--- src/hw/conn_defines.svh ---
`ifndef CONN_DEFINES_SVH
`define CONN_DEFINES_SVH

// transceiver skew before releasing inverse address acknowledge
`define SKEW_NS 50
`define CLK_PERIOD_NS 25
`define SKEW_CYCLES ((`SKEW_NS + `CLK_PERIOD_NS - 1) / `CLK_PERIOD_NS)

// interrupt status bit positions
`define EV_CONNECT 0
`define EV_ERROR 1
`define EV_ABORT 2
`define EV_COUNT 3

// register indices on the local port
`define REG_STATUS 4'h0
`define REG_CLEAR 4'h1
`define REG_ENABLE 4'h2
`define REG_BASE 4'h3
`define REG_MASK 4'h4
`define REG_PHASE 4'h5
`define REG_BCAST 4'h6
`define REG_BCMASK 4'h7

// command codes: bit0 write, bit1 unsupported
`define CMD_WIDTH 4

`endif

--- src/hw/conn_pkg.sv ---
package conn_pkg;
    typedef enum logic [2:0] {
        ST_IDLE = 3'b000,
        ST_ACK = 3'b001,
        ST_SKEW = 3'b010,
        ST_WAIT_MEM = 3'b011,
        ST_DATA = 3'b100,
        ST_DISC = 3'b101,
        ST_UNSEL = 3'b110
    } phase_t;
endpackage

--- src/hw/backplane_slave_connection.sv ---
// Function
// - access runs connection, then data, then disconnection phase.
// - beat parity follows handshake only; bank picked by low double-word address bit.
// - on address sync seen, assert address acknowledge.
// - latch and decode address at address sync, making board select.
// - unselected board only asserts inverse ack and drops ack at disconnect.
// - selected board decodes command and drives status and capability.
// - assert selected status whenever selected.
// - assert broadcast status for shared regions such as register space.
// - assert beat error for unsupported command or address/command parity error.
// - keep split response released, assert compelled capability.
// - assert inverse data acknowledge during connection phase.
// - after skew delay release inverse address acknowledge.
// - start memory access; memory answers with address ready.
// - no odd beat entry until address ready, despite early data sync.
// - address sync lost before data beat goes straight to disconnection.
//
// Chosen here: the register offsets and the strobed register port.
`timescale 1ns/1ps
`include "conn_defines.svh"

module backplane_slave_connection
    import conn_pkg::*;
#(
    parameter int ADDR_W = 32,
    parameter int SKEW_CYC = `SKEW_CYCLES
) (
    input wire logic clk_i,
    input wire logic rst_i,
    input wire logic as_i,
    input wire logic ds_i,
    input wire logic [ADDR_W-1:0] addr_i,
    input wire logic [`CMD_WIDTH-1:0] cmd_i,
    input wire logic par_err_i,
    output logic ak_o,
    output logic ai_o,
    output logic di_o,
    output logic sl_o,
    output logic bc_o,
    output logic be_o,
    output logic sr_o,
    output logic co_o,
    output logic mem_req_o,
    output logic mem_wr_o,
    output logic bank_o,
    input wire logic addr_ack_i,
    output logic data_phase_o,
    output logic disc_o,
    input wire logic [3:0] reg_addr_i,
    input wire logic [31:0] reg_wdata_i,
    input wire logic reg_wr_i,
    input wire logic reg_rd_i,
    output logic [31:0] reg_rdata_o,
    output logic irq_o
);

    typedef struct packed {
        phase_t phase;
        logic [7:0] skew;
        logic [ADDR_W-1:0] addr;
        logic [`CMD_WIDTH-1:0] cmd;
        logic sel;
        logic ak;
        logic ai;
        logic di;
        logic sl;
        logic bc;
        logic be;
        logic perr;
        logic sr;
        logic co;
        logic mreq;
        logic data;
        logic disc;
        logic [`EV_COUNT-1:0] stat;
        logic [`EV_COUNT-1:0] en;
        logic [ADDR_W-1:0] base;
        logic [ADDR_W-1:0] mask;
        logic [ADDR_W-1:0] bcbase;
        logic [ADDR_W-1:0] bcmask;
        logic [31:0] rdata;
        logic irq;
    } state_t;

    state_t q, d;
    logic hit, bhit;
    logic [`EV_COUNT-1:0] ev;
    logic as_sync;
    logic ds_sync;
    logic ack_sync;
    logic perr_sync;
    logic [ADDR_W-1:0] addr_sync;
    logic [`CMD_WIDTH-1:0] cmd_sync;

    sync_stages #(
        .W(1)
    ) as_stages (
        .clk_i(clk_i),
        .rst_i(rst_i),
        .pin_i(as_i),
        .sync_o(as_sync)
    );

    sync_stages #(
        .W(1)
    ) ds_stages (
        .clk_i(clk_i),
        .rst_i(rst_i),
        .pin_i(ds_i),
        .sync_o(ds_sync)
    );

    sync_stages #(
        .W(1)
    ) ack_stages (
        .clk_i(clk_i),
        .rst_i(rst_i),
        .pin_i(addr_ack_i),
        .sync_o(ack_sync)
    );

    sync_stages #(
        .W(1)
    ) perr_stages (
        .clk_i(clk_i),
        .rst_i(rst_i),
        .pin_i(par_err_i),
        .sync_o(perr_sync)
    );

    // stage address bus
    // bus settles before address sync is seen, so plain staging cannot tear it
    sync_stages #(
        .W(ADDR_W)
    ) addr_stages (
        .clk_i(clk_i),
        .rst_i(rst_i),
        .pin_i(addr_i),
        .sync_o(addr_sync)
    );

    sync_stages #(
        .W(`CMD_WIDTH)
    ) cmd_stages (
        .clk_i(clk_i),
        .rst_i(rst_i),
        .pin_i(cmd_i),
        .sync_o(cmd_sync)
    );

    always_comb begin
        d = q;
        ev = '0;
        d.sr = 1'b0;
        hit = ((q.addr & q.mask) == (q.base & q.mask));
        bhit = ((q.addr & q.bcmask) == (q.bcbase & q.bcmask));
        case (q.phase)
            ST_IDLE: begin
                d.ai = 1'b1;
                if (as_sync) begin
                    d.ak = 1'b1;
                    // latch address, command is stable by now
                    d.addr = addr_sync;
                    d.cmd = cmd_sync;
                    d.perr = perr_sync;
                    d.phase = ST_ACK;
                end
            end
            ST_ACK: begin
                d.sel = hit | bhit;
                if (hit | bhit) begin
                    d.sl = 1'b1;
                    d.bc = bhit;
                    d.be = q.perr | q.cmd[1];
                    d.co = 1'b1;
                    d.di = 1'b1;
                    d.mreq = 1'b1;
                    if (q.perr | q.cmd[1]) begin
                        ev[`EV_ERROR] = 1'b1;
                    end
                    d.skew = 8'(SKEW_CYC);
                    d.phase = ST_SKEW;
                end else begin
                    d.phase = ST_UNSEL;
                end
            end
            ST_SKEW: begin
                if (q.skew > 8'h01) begin
                    d.skew = q.skew - 8'h01;
                end else begin
                    d.ai = 1'b0;
                    ev[`EV_CONNECT] = 1'b1;
                    d.phase = ST_WAIT_MEM;
                end
                if (!as_sync) begin
                    d.phase = ST_DISC;
                    ev[`EV_ABORT] = 1'b1;
                end
            end
            ST_WAIT_MEM: begin
                if (!as_sync) begin
                    d.phase = ST_DISC;
                    ev[`EV_ABORT] = 1'b1;
                end else if (ack_sync && ds_sync) begin
                    d.data = 1'b1;
                    d.phase = ST_DATA;
                end
            end
            ST_DATA: begin
                if (!as_sync) begin
                    d.phase = ST_DISC;
                end
            end
            ST_UNSEL: begin
                if (!as_sync) begin
                    d.phase = ST_DISC;
                end
            end
            ST_DISC: begin
                d.ai = 1'b1;
                d.ak = 1'b0;
                d.sl = 1'b0;
                d.bc = 1'b0;
                d.be = 1'b0;
                d.co = 1'b0;
                d.di = 1'b0;
                d.mreq = 1'b0;
                d.data = 1'b0;
                d.sel = 1'b0;
                d.phase = ST_IDLE;
            end
            default: begin
                d.phase = ST_IDLE;
            end
        endcase
        d.disc = (d.phase == ST_DISC);
        d.rdata = 32'h0000_0000;
        if (reg_wr_i) begin
            case (reg_addr_i)
                `REG_CLEAR: d.stat = q.stat & ~reg_wdata_i[`EV_COUNT-1:0];
                `REG_ENABLE: d.en = reg_wdata_i[`EV_COUNT-1:0];
                `REG_BASE: d.base = reg_wdata_i[ADDR_W-1:0];
                `REG_MASK: d.mask = reg_wdata_i[ADDR_W-1:0];
                `REG_BCAST: d.bcbase = reg_wdata_i[ADDR_W-1:0];
                `REG_BCMASK: d.bcmask = reg_wdata_i[ADDR_W-1:0];
                default: begin
                end
            endcase
        end
        // set wins over clear
        d.stat = d.stat | ev;
        if (reg_rd_i) begin
            case (reg_addr_i)
                `REG_STATUS: d.rdata = 32'(q.stat);
                `REG_ENABLE: d.rdata = 32'(q.en);
                `REG_BASE: d.rdata = 32'(q.base);
                `REG_MASK: d.rdata = 32'(q.mask);
                `REG_PHASE: d.rdata = {27'h0, q.sel, q.data, q.phase};
                `REG_BCAST: d.rdata = 32'(q.bcbase);
                `REG_BCMASK: d.rdata = 32'(q.bcmask);
                default: d.rdata = 32'h0000_0000;
            endcase
        end
        d.irq = |(d.stat & d.en);
    end

    always_ff @(posedge clk_i) begin
        if (rst_i) begin
            q <= '0;
            q.ai <= 1'b1;
            q.mask <= {ADDR_W{1'b1}};
            q.bcmask <= {ADDR_W{1'b1}};
            q.bcbase <= {ADDR_W{1'b1}};
        end else begin
            q <= d;
        end
    end

    assign ak_o = q.ak;
    assign ai_o = q.ai;
    assign di_o = q.di;
    assign sl_o = q.sl;
    assign bc_o = q.bc;
    assign be_o = q.be;
    assign sr_o = q.sr;
    assign co_o = q.co;
    assign mem_req_o = q.mreq;
    assign mem_wr_o = q.cmd[0];
    assign bank_o = q.addr[3];
    assign data_phase_o = q.data;
    assign disc_o = q.disc;
    assign reg_rdata_o = q.rdata;
    assign irq_o = q.irq;

endmodule

module sync_stages
    import conn_pkg::*;
#(
    parameter int W = 1
) (
    input wire logic clk_i,
    input wire logic rst_i,
    input wire logic [W-1:0] pin_i,
    output logic [W-1:0] sync_o
);

    typedef struct packed {
        logic [W-1:0] first;
        logic [W-1:0] second;
    } stages_t;

    stages_t q, d;

    // only the second stage feeds logic, keeping metastability out
    always_comb begin
        d = q;
        d.first = pin_i;
        d.second = q.first;
    end

    always_ff @(posedge clk_i) begin
        if (rst_i) begin
            q <= '0;
        end else begin
            q <= d;
        end
    end

    assign sync_o = q.second;

endmodule

--- config.mk ---
export PLATFORM = sky130hd
export DESIGN_NAME = backplane_slave_connection
export DESIGN_NICKNAME = d
export VERILOG_FILES = /design/src/hw/conn_pkg.sv /design/src/hw/backplane_slave_connection.sv
export VERILOG_INCLUDE_DIRS = /design/src /design/src/hw
export SDC_FILE = /design/constraint.sdc
export NUM_CORES = 1
export LEC_CHECK = 0
export ABC_AREA = 1
export BUFFER_PORTS_ARGS = -buffer_cell sky130_fd_sc_hd__buf_2
export CAP_MARGIN = 20
export CORE_MARGIN = 2
export CORE_UTILIZATION = 50
export CTS_CLUSTER_DIAMETER = 100
export DETAILED_ROUTE_END_ITERATION = 8
export HOLD_SLACK_MARGIN = 0.02
export PLACE_DENSITY = 0.72
export SYNTH_ARGS = -nofsm -noshare
export SYNTH_HDL_FRONTEND = slang
export SYNTH_SLANG_ARGS = --single-unit
--- constraint.sdc ---
create_clock -name clk_i -period 2.2 [get_ports clk_i]
set_input_delay 0.44 -clock clk_i [delete_from_list [all_inputs] [get_ports clk_i]]
set_output_delay 0.44 -clock clk_i [all_outputs]
set_load 0.05 [all_outputs]
==> results of run 1 <==
## flip-flops by register name (all words and copies together), names as in the netlist, 2 cells and up
name	cells
cmd_stages.d	2
reg_rdata_o	32
addr_stages.sync_o	32
q	179
cmd_stages.sync_o	2
addr_stages.d	32
## per-layer routing
metal | up-vias | track usage, %
met5 | - | 0
met4 | 0 | 8.666
met3 | 69 | 4.243
met2 | 436 | 39.32
met1 | 4672 | 35.99
li1 | 5193 | -
## Yosys cell counts, types with 3 or more instances
master,count,area share (%)
nor2_2,3,0.16
xnor2_1,4,0.29
buf_4,36,2.3
nand3_1,114,4.8
o221ai_1,9,0.66
o22ai_1,35,1.8
nor3_1,3,0.13
inv_1,232,7.3
a221oi_1,29,2.1
nand2_1,288,9.1
nor2_1,164,5.2
o211ai_1,31,2.0
dfxtp_1,297,50
inv_2,6,0.19
a211oi_1,3,0.19
buf_2,17,0.72
o21ai_0,110,4.6
clkbuf_1,57,1.8
a21oi_1,113,4.8
## logic make-up (layout without fill, tap and decap cells)
family                     count (synthesis)  after routing  share of synthesized area [%]
xor gates and xnor gates                   6              6                         0.4418
DFF                                      297            297                          49.99
other                                      1              1                        0.03153
and+or+nand+nor                          580            580                          20.15
AOI/OAI and AO/OA                        339            339                          16.76
adders and majority gates                  2              2                         0.2104
buffers and inverters                    350            442                          12.42
## power groups by stage
| stage | clock [uW] | sequential (uW) | combinational (uW) |
|---|---|---|---|
| 2_1_floorplan | 0 | 5980 | 1410 |
| 3_3_place_gp | 0 | 5980 | 1920 |
| 3_5_place_dp | 0 | 5990 | 1950 |
| 4_1_cts | 5810 | 5870 | 1960 |
| 5_1_grt | 6050 | 5910 | 2220 |
| 6_report | 5750 | 5870 | 1970 |
## through the flow
step,power [uW],setup slack (ns)
floorplan,7390,0.4082
global placement,7901,0.2453
detailed placement,7936,0.1982
CTS,13640,0.3114
global route,14170,0.1199
finish,13590,0.3111
## worst min-delay path, cell delays in order
cell and delay [ns]:
buf_2 0.07, inv_1 0.03, nor2_1 0.06
## area by class of cell
type,count,share of cell area (%)
multi-input cells,928,32.59
flip-flops and latches,297,43.13
well taps,319,2.895
clock inverters,16,1.870
inverters,238,6.489
repair buffers,148,6.498
clock buffers,40,6.526
## worst min path at each step
stage                     from  slack [ns]                   end  cells after the start
6_report             addr_i[5]        0.09      addr_stages.d[5]                      3
4_1_cts              addr_i[5]        0.07      addr_stages.d[5]                      3
2_1_floorplan  ack_stages.d[0]        0.39     ack_stages.sync_o                      2
3_3_place_gp   cmd_stages.d[0]        0.39  cmd_stages.sync_o[0]                      2
3_5_place_dp    ds_stages.d[0]        0.39      ds_stages.sync_o                      2
5_1_grt              addr_i[4]        0.09      addr_stages.d[4]                      3
==> impl_metrics.ini, run 1 <==
[sta]
fin_skew_ns = 0.01026
fin_tns_setup_ns = 0
setup_viol = 0
fmax_mhz = 529.4
slew_headroom_pct = 50.63
final.min_clock_period_ns = 1.889
tightest_slew_ns = 0.7395
final_hold_viol_count = 0
fin_crit_sh_pct = 85.86
maxSlewViolCount = 0
rsz0062_at_grt = no
whs_ns = 0.09038

[run]
drv_cap = 0

[worst_setup_path]
cpPeakStageDelay_ns = 0.43
r2r_cells = 9
cp.depth = 9
regToRegSetupSlack_ns = 0.31
crit_path_end = q[218]
worstPathArrival_ns = 2.29
critical-path-top-delay-family = compound AO/OA/AOI/OAI gates
cp-end-kind = flop
path_max_fanout = 9
worstSetupPathType = reg2reg
critPathLaunch = q[216]
crit_path_top_delay_cell = o21a_1
path_cells = inv_1 -> ha_1 -> o21ai_0 -> nor3_2 -> inv_2 -> o21a_1 -> nand2_8 -> nand2_1 -> a21oi_1
r2r-start = q[216]
start_kind = flop
crit_buf_inv = 2
crit_required_ns = 2.60
r2r-end = q[218]

[synthesis]
syn_area_sq_um = 11890
ys.flop_type = dfxtp_1
ys_types = 39
synth_cells = 1575
ys_seq_area_share_pct = 49.99
syn_avg_cell_area_sq_um = 7.552
async_flop_share_pct = 0
synth_edf_count = 0
ys_ff_latch = 297
syn_nets = 1657
yosysWarningCount = 0

[outcome]
status = finished, final reports clean

[final_layout]
diodes = 0
final_cell_mix = dfxtp_1, nand2_1, inv_1
seq_area_sq_um = 5946
fill_cells = 2187
final_common_cell = dfxtp_1
layout-drive-gt1-share_pct = 13.62
fin_nets = 1725
multi_input_area_sq_um = 4493
fin_util_pct = 58.91
area_growth_syn_to_layout_pct = 15.91
final_cells = 1986
final_cell_area_sq_um = 13790

[clock_tree]
cts_made_buffers = 30
cts_root_buffer = clkbuf_16
cts_resized = 0
clk_pin_slew_ns = 0.06
cts_hold_buf = 0
cts_sinks = 297
htreeDepth = 1
clk_latency_ns = 0.55
clk_path_buf_depth = 3
cts_tree = done
post_cts.repair.setup_buffers = 0

[routing]
highest_layer = met4
drt.antenna.violating_nets = 0
vias_per_cell = 5.222
drc = 0
dr_wl_met3_mm = 2.762
wl_met2_mm = 13.69
wl_met1_mm = 14.24
drt-pass1-iter-count = 5
drt_iter0_markers = 863
routed_wirelength_mm = 31.59
wire_per_inst_microns = 15.91
num_vias = 10370

[die]
die-area_sq_um = 25040
fp.dieW_microns = 158.2
core_area_sq_um = 23400
pin_count = 126
die_height_microns = 158.2
rows = 56
initial_core_util_pct = 50.82

[pwr]
combinationalPowerShare_pct = 14.5
ir_drop_v = 0.0006977
switching_share_pct = 27.10
leakage_uw = 0.006588
net-switching-power_uw = 3684
pwr-share-clk_pct = 42.3
power_density_nw_per_um2 = 986.1
seq_power_share_pct = 43.2
p_int_uw = 9909

[global_route]
grt-ovfl-total = 0
antenna_found_initial = 0
grt_pass1_vias = 9565
gr-usage-all-layers_pct = 25.40
grt_max_degree = 126
grt_pass1_wl_mm = 50.02

[place]
placed_area_sq_um = 12630
portBuffers = 122
placed_cells = 1930
hpwl_mm = 20.80
gp_congestion = 0.8917

[min_path]
worstHoldPathType = in2reg
Note: power is estimated with default switching activity, not from simulation.
==> run 2, diff against run 1 <==
--- a/config.mk
+++ b/config.mk
@@ -7,14 +7,15 @@
 export NUM_CORES = 1
 export LEC_CHECK = 0
 export ABC_AREA = 1
-export BUFFER_PORTS_ARGS = -buffer_cell sky130_fd_sc_hd__buf_2
 export CAP_MARGIN = 20
 export CORE_MARGIN = 2
 export CORE_UTILIZATION = 50
 export CTS_CLUSTER_DIAMETER = 100
 export DETAILED_ROUTE_END_ITERATION = 8
+export DONT_BUFFER_PORTS = 1
 export HOLD_SLACK_MARGIN = 0.02
-export PLACE_DENSITY = 0.72
+export PLACE_DENSITY = 0.67
+export SKIP_LAST_GASP = 1
 export SYNTH_ARGS = -nofsm -noshare
 export SYNTH_HDL_FRONTEND = slang
 export SYNTH_SLANG_ARGS = --single-unit
==> run 2 against run 1 <==
Against the previous run: sequential power rose by 2%; first-iteration DRC count fell by 0.46%; critical endpoint is now q[220]; die area did not move; largest cell class unchanged; total power fell by 3.2%; maximum frequency fell by 1.2%; hold slack got worse by 0.057 ns; sequential share of layout area fell by 0.33 points; global-route usage rose by 0.61 points; cell area rose by 0.78%; clock skew rose by 0.0016 ns; combinational power fell by 6%.
==> impl_metrics.ini, run 2 (synthesis gave the netlist of run 1 again) <==
[die]
initial_core_util_pct = 50.82
rows = 56
pin_count = 126
fp.dieW_microns = 158.2
die-area_sq_um = 25040
core_area_sq_um = 23400
die_height_microns = 158.2

[sta]
rsz0062_at_grt = no
fin_crit_sh_pct = 86.92
tightest_slew_ns = 0.6731
fin_skew_ns = 0.01184
final_hold_viol_count = 0
final.min_clock_period_ns = 1.912
setup_viol = 0
slew_headroom_pct = 55.06
fin_tns_setup_ns = 0
fmax_mhz = 522.9
maxSlewViolCount = 0

[clock_tree]
cts_hold_buf = 79
clk_pin_slew_ns = 0.06
post_cts.repair.setup_buffers = 0
cts_resized = 0
cts_made_buffers = 31
clk_latency_ns = 0.56
clk_path_buf_depth = 3
cts_sinks = 297
htreeDepth = 1
cts_root_buffer = clkbuf_16
cts_tree = done

[routing]
wire_per_inst_microns = 16.71
num_vias = 10270
drt_iter0_markers = 859
drt.antenna.violating_nets = 0
vias_per_cell = 5.295
drc = 0
drt-pass1-iter-count = 5
routed_wirelength_mm = 32.41

[final_layout]
top_register = q
final_cells = 1940
area_growth_syn_to_layout_pct = 16.81
largest_reg_flops = 179
final_common_cell = dfxtp_1
layout-drive-gt1-share_pct = 6.231
final_cell_mix = dfxtp_1, nand2_1, inv_1
diodes = 0
fin_nets = 1680
fin_util_pct = 59.37

[global_route]
grt_pass1_wl_mm = 50.87
grt-ovfl-total = 0
antenna_found_initial = 0
grt_pass1_vias = 9468
grt_max_degree = 100
gr-usage-all-layers_pct = 26.01

[worst_setup_path]
worstSetupPathType = reg2reg
cp-end-kind = flop
crit_path_top_delay_cell = o21a_1
crit_required_ns = 2.70
worstPathArrival_ns = 2.41
cpPeakStageDelay_ns = 0.43
path_cells = inv_1 -> ha_1 -> o21ai_0 -> nor3_2 -> inv_2 -> o21a_1 -> nand3_1 -> a21oi_2
path_max_fanout = 9
start_kind = flop

[place]
gp_congestion = 0.8615
placed_cells = 1805
hpwl_mm = 20.26
portBuffers = 0

[min_path]
worstHoldPathType = in2reg

[pwr]
finalPower_uw = 13160
ir_drop_v = 0.0006543
leakage_uw = 0.006383
power_density_nw_per_um2 = 947.2

[outcome]
status = finished, final reports clean

[run]
drv_cap = 0
[run 2: cell types whose count changed in the layout (fill, tap and decap cells not counted), sizes merged]
cell         delta
clkinv          +3
dlygate4sd3    +78
clkinvlp        -2
clkbuf          +2
buf           -124
bufinv          -3
[run 2: final cells by class]
class | count | area [sq um]
sequential | 297 | 5947
timing repair buffer | 102 | 1106
clock inverter | 14 | 156.4
inverter | 238 | 894.6
fill | 2168 | 9509
clock buffer | 42 | 897.1
multi-input combinational | 928 | 4493
tap | 319 | 399.1
[run 2: power breakdown]
part	switching, uW	total (uW)	leakage (uW)	internal [uW]
Sequential	304	5970	0.00242	5670
Clock	2150	5340	0.000518	3190
Combinational	1170	1850	0.00344	680
Total	3620	13200	0.00638	9540
[run 2: routing by layer]
| layer | vias up | GRT usage [%] | wire length [microns] |
|---|---|---|---|
| met5 | - | 0 | 0 |
| met4 | 0 | 8.795 | 978 |
| met3 | 70 | 4.955 | 2791 |
| met2 | 409 | 39.73 | 14050 |
| met1 | 4695 | 36.91 | 14590 |
| li1 | 5099 | - | - |
[run 2: worst max-delay path, delay by kind of cell, from the launching register on]
kind | cells | cell delay (ns)
flops | 1 | 0.38
buf+inv | 2 | 0.20
fa+ha+maj | 1 | 0.24
compound gates | 3 | 0.79
simple gates | 2 | 0.23
[run 2: worst paths after layout]
kind | start | end | slack [ns] | depth (start not counted)
worst min register to register | perr_stages.d[0] | perr_stages.sync_o | 0.40 | 2
worst max register to register | q[216] | q[220] | 0.29 | 8
worst max-delay path | q[216] | q[220] | 0.29 | 8
worst min-delay path | reg_wdata_i[27] | q[60] | 0.03 | 2
[run 2: metrics by stage]
stage                     hold WS (ns)  setup WS [ns]  area (sq um)
after global placement          0.3928         0.3165         12030
after CTS                      0.02106         0.2878         13890
after floorplan                 0.3883         0.4082         11890
final                          0.03300         0.2877         13890
after global routing           0.03892         0.1143         13890
after detailed placement        0.3936         0.2920         12030
